===== src/pdmux_defines.vh =====
/*
 pdmux_defines.vh: register offsets, field positions and reset values for
 the upper port pin multiplexer.
 assumes: included by bare name from the design files.
*/
`ifndef PDMUX_DEFINES_VH
`define PDMUX_DEFINES_VH

// register byte offsets on the register bus
`define PDMUX_OFF_PIN_LEVEL 12'h000
`define PDMUX_OFF_OUT_LATCH 12'h004
`define PDMUX_OFF_DIRECTION 12'h008
`define PDMUX_OFF_CONTROL 12'h00c
`define PDMUX_OFF_STATUS 12'h010

// control register fields
`define PDMUX_CTL_MEM_DISABLE 7
`define PDMUX_CTL_HOST_MODE 4

// reset values: pins come up as inputs, memory bus disabled
`define PDMUX_RST_LATCH 8'h00
`define PDMUX_RST_DIR 8'hff
`define PDMUX_RST_CONTROL 8'h80

// status register field positions
`define PDMUX_ST_MEM_OWN 0
`define PDMUX_ST_HOST_OWN 1
`define PDMUX_ST_SER_OWN 2

// axi response codes
`define PDMUX_RESP_OKAY 2'b00
`define PDMUX_RESP_SLVERR 2'b10

`endif


===== src/pdmux_pin_cell.v =====
/*
 pdmux_pin_cell.v: one pin's output priority resolver.
 assumes: all selects are synchronous levels from the parent mux.
*/
`timescale 1ns/100ps

module pdmux_pin_cell (
    // memory interface
    input wire memOwn,
    input wire memOe,
    input wire memOut,
    // serial module
    input wire serOwn,
    input wire serOe,
    input wire serOut,
    // host parallel port
    input wire hostOwn,
    input wire hostOe,
    input wire hostOut,
    // plain port
    input wire dirBit,
    input wire latchBit,
    // resolved pin drive
    output reg pinOe,
    output reg pinOut
);

    // fixed priority: memory, serial, host port, plain latch
    always @* begin
        if (memOwn) begin
            pinOe = memOe; // RULE_17
            pinOut = memOut;
        end else if (serOwn) begin
            pinOe = serOe; // RULE_17
            pinOut = serOut;
        end else if (hostOwn) begin
            pinOe = hostOe; // RULE_17
            pinOut = hostOut;
        end else begin
            pinOe = ~dirBit; // RULE_01
            pinOut = latchBit; // RULE_02
        end
    end

endmodule


===== src/pdmux_top.v =====
/*
 pdmux_top.v: pin function multiplexer for port bits 5..7 with an
 axi4-lite register slave holding latch, direction and control.
 assumes: one clock, pins and peripheral signals synchronous to clk,
 the memory, host-port and serial engines live outside this block.
*/
// The register offsets and the AXI4-Lite interface to the registers were chosen for this implementation.
`timescale 1ns/100ps
`include "pdmux_defines.vh"

// How it works
// [RULE_01] direction 0 drives a pin from its latch bit when nothing outranks it.
// [RULE_02] direction 1 floats the pin and reads it as an input.
// [RULE_03] the memory bus owns the pins only while its disable bit is clear.
// [RULE_04] host-mode bit gives the pins to the host port, below memory.
// [RULE_05] memory drives bits 5 and 6 over host port, serial and latch.
// [RULE_06] memory drives bit 7 over host port and latch.
// [RULE_07] memory read phases capture bits 5..7 regardless of direction.
// [RULE_08] host read presents latch bits on the pins, ignoring direction.
// [RULE_09] host write takes the pin byte as write data, ignoring direction.
// [RULE_10] spi with direction 5 at 1 routes pin 5 to serial data in.
// [RULE_11] i2c lets the serial module drive pin 5 data, over host and latch.
// [RULE_12] spi master drives clock on pin 6 at direction 0, reads at 1.
// [RULE_13] i2c drives clock on pin 6 at direction 0, samples at 1.
// [RULE_14] spi slave with direction 7 at 1 takes slave select from pin 7.
// [RULE_15] memory and host port functions ignore the direction bits.
// [RULE_16] memory functions exist only when the large-package build is set.
// [RULE_17] pin drive resolves memory, serial, host port, then latch.
module pdmux_top #(
    parameter LARGE_PACKAGE = 1,
    parameter NBITS = 3
) (
    // clock and reset
    input wire clk,
    input wire rst_n,
    // axi4-lite write address
    input wire [11:0] s_axi_awaddr,
    input wire s_axi_awvalid,
    output wire s_axi_awready,
    // axi4-lite write data
    input wire [31:0] s_axi_wdata,
    input wire [3:0] s_axi_wstrb,
    input wire s_axi_wvalid,
    output wire s_axi_wready,
    // axi4-lite write response
    output reg [1:0] s_axi_bresp,
    output reg s_axi_bvalid,
    input wire s_axi_bready,
    // axi4-lite read address
    input wire [11:0] s_axi_araddr,
    input wire s_axi_arvalid,
    output wire s_axi_arready,
    // axi4-lite read data
    output reg [31:0] s_axi_rdata,
    output reg [1:0] s_axi_rresp,
    output reg s_axi_rvalid,
    input wire s_axi_rready,
    // pins 5..7
    input wire [NBITS-1:0] portPinIn,
    output wire [NBITS-1:0] portPinOut,
    output wire [NBITS-1:0] portPinOe,
    // external memory engine
    input wire [NBITS-1:0] memAddrDataOut,
    input wire memDriveEn,
    input wire memReadPhase,
    output reg [NBITS-1:0] memReadData,
    // host parallel port engine
    input wire hostRead,
    input wire hostWrite,
    output reg [NBITS-1:0] hostWriteData,
    output reg hostWriteStrobe,
    // second serial module
    input wire serSpiMode,
    input wire serI2cMode,
    input wire serSpiMaster,
    input wire serI2cDataOe,
    input wire serI2cClockOe,
    input wire serSpiClockOut,
    output reg serDataIn,
    output reg serClockIn,
    output reg serSlaveSelectIn
);

    // registers
    reg [7:0] latch_ff;
    reg [7:0] dir_ff;
    reg [7:0] ctrl_ff;
    reg [7:0] pinLevel_ff;
    reg [11:0] awAddr_ff;
    reg awHave_ff;
    reg [31:0] wData_ff;
    reg [3:0] wStrb_ff;
    reg wHave_ff;

    // ownership decode
    wire memOwn;
    wire hostOwn;
    wire [NBITS-1:0] dirHi;
    wire [NBITS-1:0] latHi;
    wire [NBITS-1:0] serOwn;
    wire [NBITS-1:0] serOe;
    wire [NBITS-1:0] serOut;
    wire doWrite;
    wire [7:0] pinFull;

    // word-aligned byte decode shared by read and write paths
    function [2:0] regSel;
        input [11:0] addr;
        begin
            case (addr)
                `PDMUX_OFF_PIN_LEVEL: regSel = 3'h1;
                `PDMUX_OFF_OUT_LATCH: regSel = 3'h2;
                `PDMUX_OFF_DIRECTION: regSel = 3'h3;
                `PDMUX_OFF_CONTROL: regSel = 3'h4;
                `PDMUX_OFF_STATUS: regSel = 3'h5;
                default: regSel = 3'h0;
            endcase
        end
    endfunction

    // byte-lane merge of a write into an 8-bit register
    function [7:0] laneMerge;
        input [7:0] old;
        input [31:0] data;
        input [3:0] strb;
        begin
            laneMerge = strb[0] ? data[7:0] : old;
        end
    endfunction

    // memory bus absent in small build; disable bit releases pins
    assign memOwn = (LARGE_PACKAGE != 0) &&
        !ctrl_ff[`PDMUX_CTL_MEM_DISABLE]; // RULE_03 RULE_16
    assign hostOwn = !memOwn && ctrl_ff[`PDMUX_CTL_HOST_MODE]; // RULE_04
    assign dirHi = dir_ff[7:5];
    assign latHi = latch_ff[7:5];

    // serial claims: pin5 i2c data, pin6 clock when direction is 0
    assign serOwn[0] = serI2cMode; // RULE_11
    assign serOe[0] = serI2cDataOe; // open drain low drive
    assign serOut[0] = 1'b0;
    assign serOwn[1] = (serI2cMode || (serSpiMode && serSpiMaster)) &&
        !dirHi[1]; // RULE_12 RULE_13
    assign serOe[1] = serI2cMode ? serI2cClockOe : 1'b1;
    assign serOut[1] = serI2cMode ? 1'b0 : serSpiClockOut;
    // pin7 is only an input to the serial module
    assign serOwn[2] = 1'b0;
    assign serOe[2] = 1'b0;
    assign serOut[2] = 1'b0;

    // one resolver per pin; bit 7 gets no serial override
    genvar g;
    generate
        for (g = 0; g < NBITS; g = g + 1) begin : gPin
            pdmux_pin_cell uCell (
                .memOwn(memOwn), // RULE_05 RULE_06
                .memOe(memDriveEn), // RULE_15
                .memOut(memAddrDataOut[g]),
                .serOwn(serOwn[g]),
                .serOe(serOe[g]),
                .serOut(serOut[g]),
                .hostOwn(hostOwn),
                .hostOe(hostRead), // RULE_08 RULE_15
                .hostOut(latHi[g]),
                .dirBit(dirHi[g]),
                .latchBit(latHi[g]),
                .pinOe(portPinOe[g]),
                .pinOut(portPinOut[g])
            );
        end
    endgenerate

    // input routing registered; data outputs come from flip-flops
    always @(posedge clk or negedge rst_n) begin
        if (!rst_n) begin
            memReadData <= {NBITS{1'b0}};
            hostWriteData <= {NBITS{1'b0}};
            hostWriteStrobe <= 1'b0;
            serDataIn <= 1'b0;
            serClockIn <= 1'b0;
            serSlaveSelectIn <= 1'b1;
            pinLevel_ff <= 8'h00;
        end else begin
            pinLevel_ff <= {portPinIn, 5'h00};
            if (memOwn && memReadPhase)
                memReadData <= portPinIn; // RULE_07
            hostWriteStrobe <= hostOwn && hostWrite;
            if (hostOwn && hostWrite)
                hostWriteData <= portPinIn; // RULE_09
            if ((serSpiMode && dirHi[0]) || serI2cMode)
                serDataIn <= portPinIn[0]; // RULE_10
            if (dirHi[1] && (serSpiMode || serI2cMode))
                serClockIn <= portPinIn[1]; // RULE_12 RULE_13
            if (serSpiMode && !serSpiMaster && dirHi[2])
                serSlaveSelectIn <= portPinIn[2]; // RULE_14
        end
    end

    // axi write: address and data taken in either order
    assign s_axi_awready = !awHave_ff && !s_axi_bvalid;
    assign s_axi_wready = !wHave_ff && !s_axi_bvalid;
    assign doWrite = awHave_ff && wHave_ff && !s_axi_bvalid;

    always @(posedge clk or negedge rst_n) begin
        if (!rst_n) begin
            awAddr_ff <= 12'h000;
            awHave_ff <= 1'b0;
            wData_ff <= 32'h00000000;
            wStrb_ff <= 4'h0;
            wHave_ff <= 1'b0;
            s_axi_bvalid <= 1'b0;
            s_axi_bresp <= `PDMUX_RESP_OKAY;
            latch_ff <= `PDMUX_RST_LATCH;
            dir_ff <= `PDMUX_RST_DIR;
            ctrl_ff <= `PDMUX_RST_CONTROL;
        end else begin
            if (s_axi_awvalid && s_axi_awready) begin
                awAddr_ff <= s_axi_awaddr;
                awHave_ff <= 1'b1;
            end
            if (s_axi_wvalid && s_axi_wready) begin
                wData_ff <= s_axi_wdata;
                wStrb_ff <= s_axi_wstrb;
                wHave_ff <= 1'b1;
            end
            if (doWrite) begin
                awHave_ff <= 1'b0;
                wHave_ff <= 1'b0;
                s_axi_bvalid <= 1'b1;
                s_axi_bresp <= `PDMUX_RESP_OKAY;
                case (regSel(awAddr_ff))
                    // pin-level writes land in the latch, as on a port
                    3'h1: latch_ff <= laneMerge(latch_ff, wData_ff, wStrb_ff);
                    3'h2: latch_ff <= laneMerge(latch_ff, wData_ff, wStrb_ff);
                    3'h3: dir_ff <= laneMerge(dir_ff, wData_ff, wStrb_ff);
                    3'h4: ctrl_ff <= laneMerge(ctrl_ff, wData_ff, wStrb_ff)
                        & 8'h90;
                    3'h5: s_axi_bresp <= `PDMUX_RESP_OKAY; // status is ro
                    default: s_axi_bresp <= `PDMUX_RESP_SLVERR;
                endcase
            end else if (s_axi_bvalid && s_axi_bready) begin
                s_axi_bvalid <= 1'b0;
            end
        end
    end

    // axi read: one-cycle answer, held until rready
    assign s_axi_arready = !s_axi_rvalid;
    assign pinFull = pinLevel_ff;

    always @(posedge clk or negedge rst_n) begin
        if (!rst_n) begin
            s_axi_rvalid <= 1'b0;
            s_axi_rdata <= 32'h00000000;
            s_axi_rresp <= `PDMUX_RESP_OKAY;
        end else if (s_axi_arvalid && s_axi_arready) begin
            s_axi_rvalid <= 1'b1;
            s_axi_rresp <= `PDMUX_RESP_OKAY;
            case (regSel(s_axi_araddr))
                3'h1: s_axi_rdata <= {24'h000000, pinFull};
                3'h2: s_axi_rdata <= {24'h000000, latch_ff};
                3'h3: s_axi_rdata <= {24'h000000, dir_ff};
                3'h4: s_axi_rdata <= {24'h000000, ctrl_ff};
                3'h5: s_axi_rdata <= {29'h00000000, |serOwn, hostOwn,
                    memOwn};
                default: begin
                    s_axi_rdata <= 32'h00000000;
                    s_axi_rresp <= `PDMUX_RESP_SLVERR;
                end
            endcase
        end else if (s_axi_rvalid && s_axi_rready) begin
            s_axi_rvalid <= 1'b0;
        end
    end

endmodule

===== config.mk =====
export PLATFORM = sky130hd
export DESIGN_NAME = pdmux_top
export DESIGN_NICKNAME = d
export VERILOG_FILES = /design/src/pdmux_pin_cell.v /design/src/pdmux_top.v
export VERILOG_INCLUDE_DIRS = /design/src /design/src/src
export SDC_FILE = /design/constraint.sdc
export NUM_CORES = 1
export LEC_CHECK = 0
export ABC_AREA = 1
export BUFFER_PORTS_ARGS = -buffer_cell sky130_fd_sc_hd__clkbuf_2
export CAP_MARGIN = 10
export CORE_ASPECT_RATIO = 1.4
export CORE_MARGIN = 4
export CORE_UTILIZATION = 44
export CTS_CLUSTER_SIZE = 40
export DETAILED_ROUTE_END_ITERATION = 12
export PLACE_DENSITY = 0.77
export REMOVE_ABC_BUFFERS = 1
export SYNTH_ARGS = -nofsm -noshare
export SYNTH_HDL_FRONTEND = slang
export SYNTH_HIERARCHICAL = 1
export SYNTH_SLANG_ARGS = --single-unit

===== constraint.sdc =====
create_clock -name clk -period 1.4 [get_ports clk]
set_clock_uncertainty 0.2 [all_clocks]
set_input_delay 0.07 -clock clk [delete_from_list [all_inputs] [get_ports clk]]
set_output_delay 0.07 -clock clk [all_outputs]
set_load 0.05 [all_outputs]

==> results.cfg <==
[synth]
synth_area_per_cell_um2 = 8.11
synthTopCellsByArea = dfrtp_1, nand2_1, dfstp_2, buf_4, nor2_1
synth_top_area_frac = 0.399
async_reset_ff_frac = 1.00
syn-cell-area_um2 = 3510
synth_ff_type = dfrtp_1
synth-seq-area-share = 0.474
ys_seq_elements = 66
yosysMostFrequentCell = nand2_1
synth.distinct_cells = 30
syn_inst = 433
yosys-top-cells-count = nand2_1, dfrtp_1, nor2_1, inv_1, nand3_1
synth_edf_count = 0
yosys_warnings = 6
synth_top_cell_by_area = dfrtp_1

[finish]
postLayoutCoreUtil = 0.712
multi_input_area_um2 = 1920
ff_latch_area_um2 = 1670
antenna_cells = 0
fillCellCount = 545
drive_gt1_frac = 0.468
fin_area_um2 = 5520
syn_to_final_growth_pct = 57.1
fin_nets = 697

[critical_path]
worstSetupEndpointType = primary output
slowest_delay_ns = 0.63
crit_type = flop to primary output
arrival_ns = 1.62
start_kind = flop
path_max_fanout = 5
worstPathCellList = clkinvlp_4 -> buf_4 -> nand2_1 -> nand2_2 -> buf_8
r2r_start = s_axi_bvalid$_DFFE_PN0P_
cp_slowest_cell = dfstp_2
r2r_cells = 8
r2r_end = awAddr_ff[1]$_DFFE_PN0P_
rrSetupSlack_ns = -0.27
crit_required_ns = 1.13

[route]
wl_per_cell_um = 14.9
drt_pass1_iterations = 5
final_antenna_net_count = 0
vias = 3552
wl_um = 10700
drc_errors = 0
via_per_inst = 4.94
drtIter0Drc = 162

[global_route]
grt_pass1_wl_um = 16300
grt_pass1_vias = 3622
grt_overflow = 0
grtUsageTotal = 0.214
antenna_found_initial = 0
grt_max_degree = 67

[placed_design]
dpl.hpwl_um = 6100
postPlaceCellArea_um2 = 4200
io_buffers = 86
gp_congestion = 0.866
place_ws_ns = -0.245

[pwr]
power_leakage_nw = 2.79
combPwrFrac = 0.444
total_power_mw = 7.18
p_int_mw = 4.33
sw_frac_of_total = 0.398
power_switching_mw = 2.86
pwr-share-seq = 0.358
ir_worst_vdd_mv = 1.50
power_density_nw_per_um2 = 1300
clkPwrFrac = 0.198

[clocking]
clockBufferDepth = 2
clk_pin_slew_ns = 0.07
ctsHtreeMaxLevel = 3
cts_root_buf = clkbuf_8
cts_buffers = 9
clock_sinks = 66
clk_latency_ns = 0.36
cts_tree = built

[sta]
rsz0062_at_grt = yes
fin_tns_setup_ns = -9.60
finalWorstSetupSlack_ns = -0.490
hold_viol = 0
slew_viol_final = 0
finalCritPeriodShare = 1.35
setup_viol = 54
period_minus_slack_ns = 1.89
fmax_ghz = 0.529

[floorplan]
initial_core_util = 0.453
dieArea_um2 = 9490
ioPinCount = 140
num_rows = 38
core_area_um2 = 7750
dieWidth_um = 83.5
fp.dieH_um = 114

[worst_hold_path]
min_path_cells = 6
hold_path_class = input port to flop
holdPathEnd = s_axi_rresp[1]$_DFFE_PN0P_
hold_start = s_axi_araddr[4]

[run]
maxCapViolations = 0

[run_status]
violations = setup timing
outcome = finished, violations left
sequential cells by signal, indices dropped and copies added, names as in the netlist:
| register | cells |
|---|---|
| pinFull | 3 |
| latch_ff | 8 |
| serSlaveSelectIn | 1 |
| s_axi_rresp | 1 |
| hostWriteData | 3 |
| ctrl_ff | 2 |
| serClockIn | 1 |
| wData_ff | 8 |
| serDataIn | 1 |
| wStrb_ff | 1 |
| s_axi_bresp | 1 |
| dir_ff | 8 |
| s_axi_rdata | 8 |
| awAddr_ff | 12 |
| s_axi_rvalid | 1 |
| wHave_ff | 1 |
| hostWriteStrobe | 1 |
| memReadData | 3 |
| awHave_ff | 1 |
| s_axi_bvalid | 1 |
critical path: cells and delay by family (launching register included):
kind | cells | cell delay, ns
buffers and inverters | 3 | 0.50
flip-flops | 1 | 0.63
AND/OR/NAND/NOR | 2 | 0.13
per-layer routing:
layer | global-route usage | wire [um]
met1 | 0.218 | 3810
met2 | 0.407 | 5920
met3 | 0.0376 | 568
met4 | 0.119 | 394
met5 | 0 | 0
layout by cell type, fill, tap and decap left out, types with 2 or more instances in the layout:
| cell | Yosys | final |
|---|---|---|
| nand2_1 | 117 | 83 |
| clkbuf_2 | 0 | 75 |
| dfrtp_1 | 56 | 55 |
| dlygate4sd3_1 | 0 | 36 |
| inv_1 | 37 | 31 |
| buf_4 | 27 | 31 |
| conb_1 | 1 | 30 |
| nand2_2 | 6 | 28 |
| nand3_1 | 31 | 26 |
| nor2_1 | 42 | 25 |
| nor2_4 | 3 | 15 |
| inv_2 | 11 | 14 |
| nor2_2 | 7 | 12 |
| buf_6 | 3 | 12 |
| nand2_4 | 1 | 11 |
| a21oi_1 | 20 | 11 |
| o21ai_2 | 8 | 11 |
| nand4_1 | 11 | 11 |
| clkbuf_8 | 0 | 10 |
| dfstp_2 | 10 | 10 |
| o21ai_0 | 17 | 9 |
| nand3_2 | 6 | 9 |
| a21oi_2 | 0 | 8 |
| buf_8 | 0 | 7 |
| buf_12 | 0 | 7 |
| o21ai_1 | 2 | 6 |
| clkinvlp_4 | 0 | 4 |
| nor3_2 | 1 | 4 |
| clkbuf_1 | 1 | 4 |
| nand2_8 | 0 | 3 |
| mux2_2 | 3 | 3 |
| nand3_4 | 1 | 3 |
| clkbuf_16 | 0 | 3 |
| nand3b_1 | 2 | 2 |
how the worst max path moves through the flow:
stage / start / end / slack [ns] / cells after the start
2_1_floorplan: s_axi_bvalid$_DFFE_PN0P_ / awAddr_ff[10]$_DFFE_PN0P_ / -0.89 / 3
3_3_place_gp: ctrl_ff[7]$_DFFE_PN1P_ / portPinOut[1] / -0.21 / 8
3_5_place_dp: ctrl_ff[7]$_DFFE_PN1P_ / portPinOut[1] / -0.25 / 8
4_1_cts: ctrl_ff[7]$_DFFE_PN1P_ / portPinOut[1] / -0.47 / 8
5_1_grt: ctrl_ff[7]$_DFFE_PN1P_ / portPinOe[1] / -0.55 / 5
6_report: ctrl_ff[7]$_DFFE_PN1P_ / portPinOut[2] / -0.49 / 5
logic make-up after synthesis:
logic type	share of synthesized area
buffers and inverters	0.124
and+or+nand+nor	0.316
muxes	0.00962
other	0.00107
DFF	0.474
AOI/OAI and AO/OA	0.0756
power groups by stage:
stage	clock (mW)	combinational [mW]	sequential, mW
after global placement	0	1.98	2.52
after global routing	1.52	3.39	2.60
final	1.42	3.19	2.57
after detailed placement	0	2.04	2.55
after CTS	1.43	2.73	2.54
after floorplan	0	1.14	2.69
area by class of cell:
type	instances	share of cell area
tap	100	0.0227
timing repair inverter	2	0.00272
inverter	48	0.0347
clock inverter	2	0.00227
sequential	66	0.302
clock buffer	14	0.0277
multi-input combinational	315	0.349
timing repair buffer	172	0.259
through the flow:
step                      hold WS (ns)  cells
after detailed placement       -0.0818    644
after floorplan                 -0.426    428
after global placement         -0.0886    644
final                           0.0246    719
after global routing            0.0947    719
after CTS                       0.0247    713
repair_timing:
item | 4_1_cts | 5_1_grt
hold buffers | 36 | 0
gates cloned | 3 | 2
setup endpoints to repair | 51 | 61
endpoints found under the hold margin | 107 | 0
resized for setup | 74 | 102
setup buffers | 14 | 7
pin swaps | 6 | 27
Note: power is estimated with default switching activity, not from simulation.
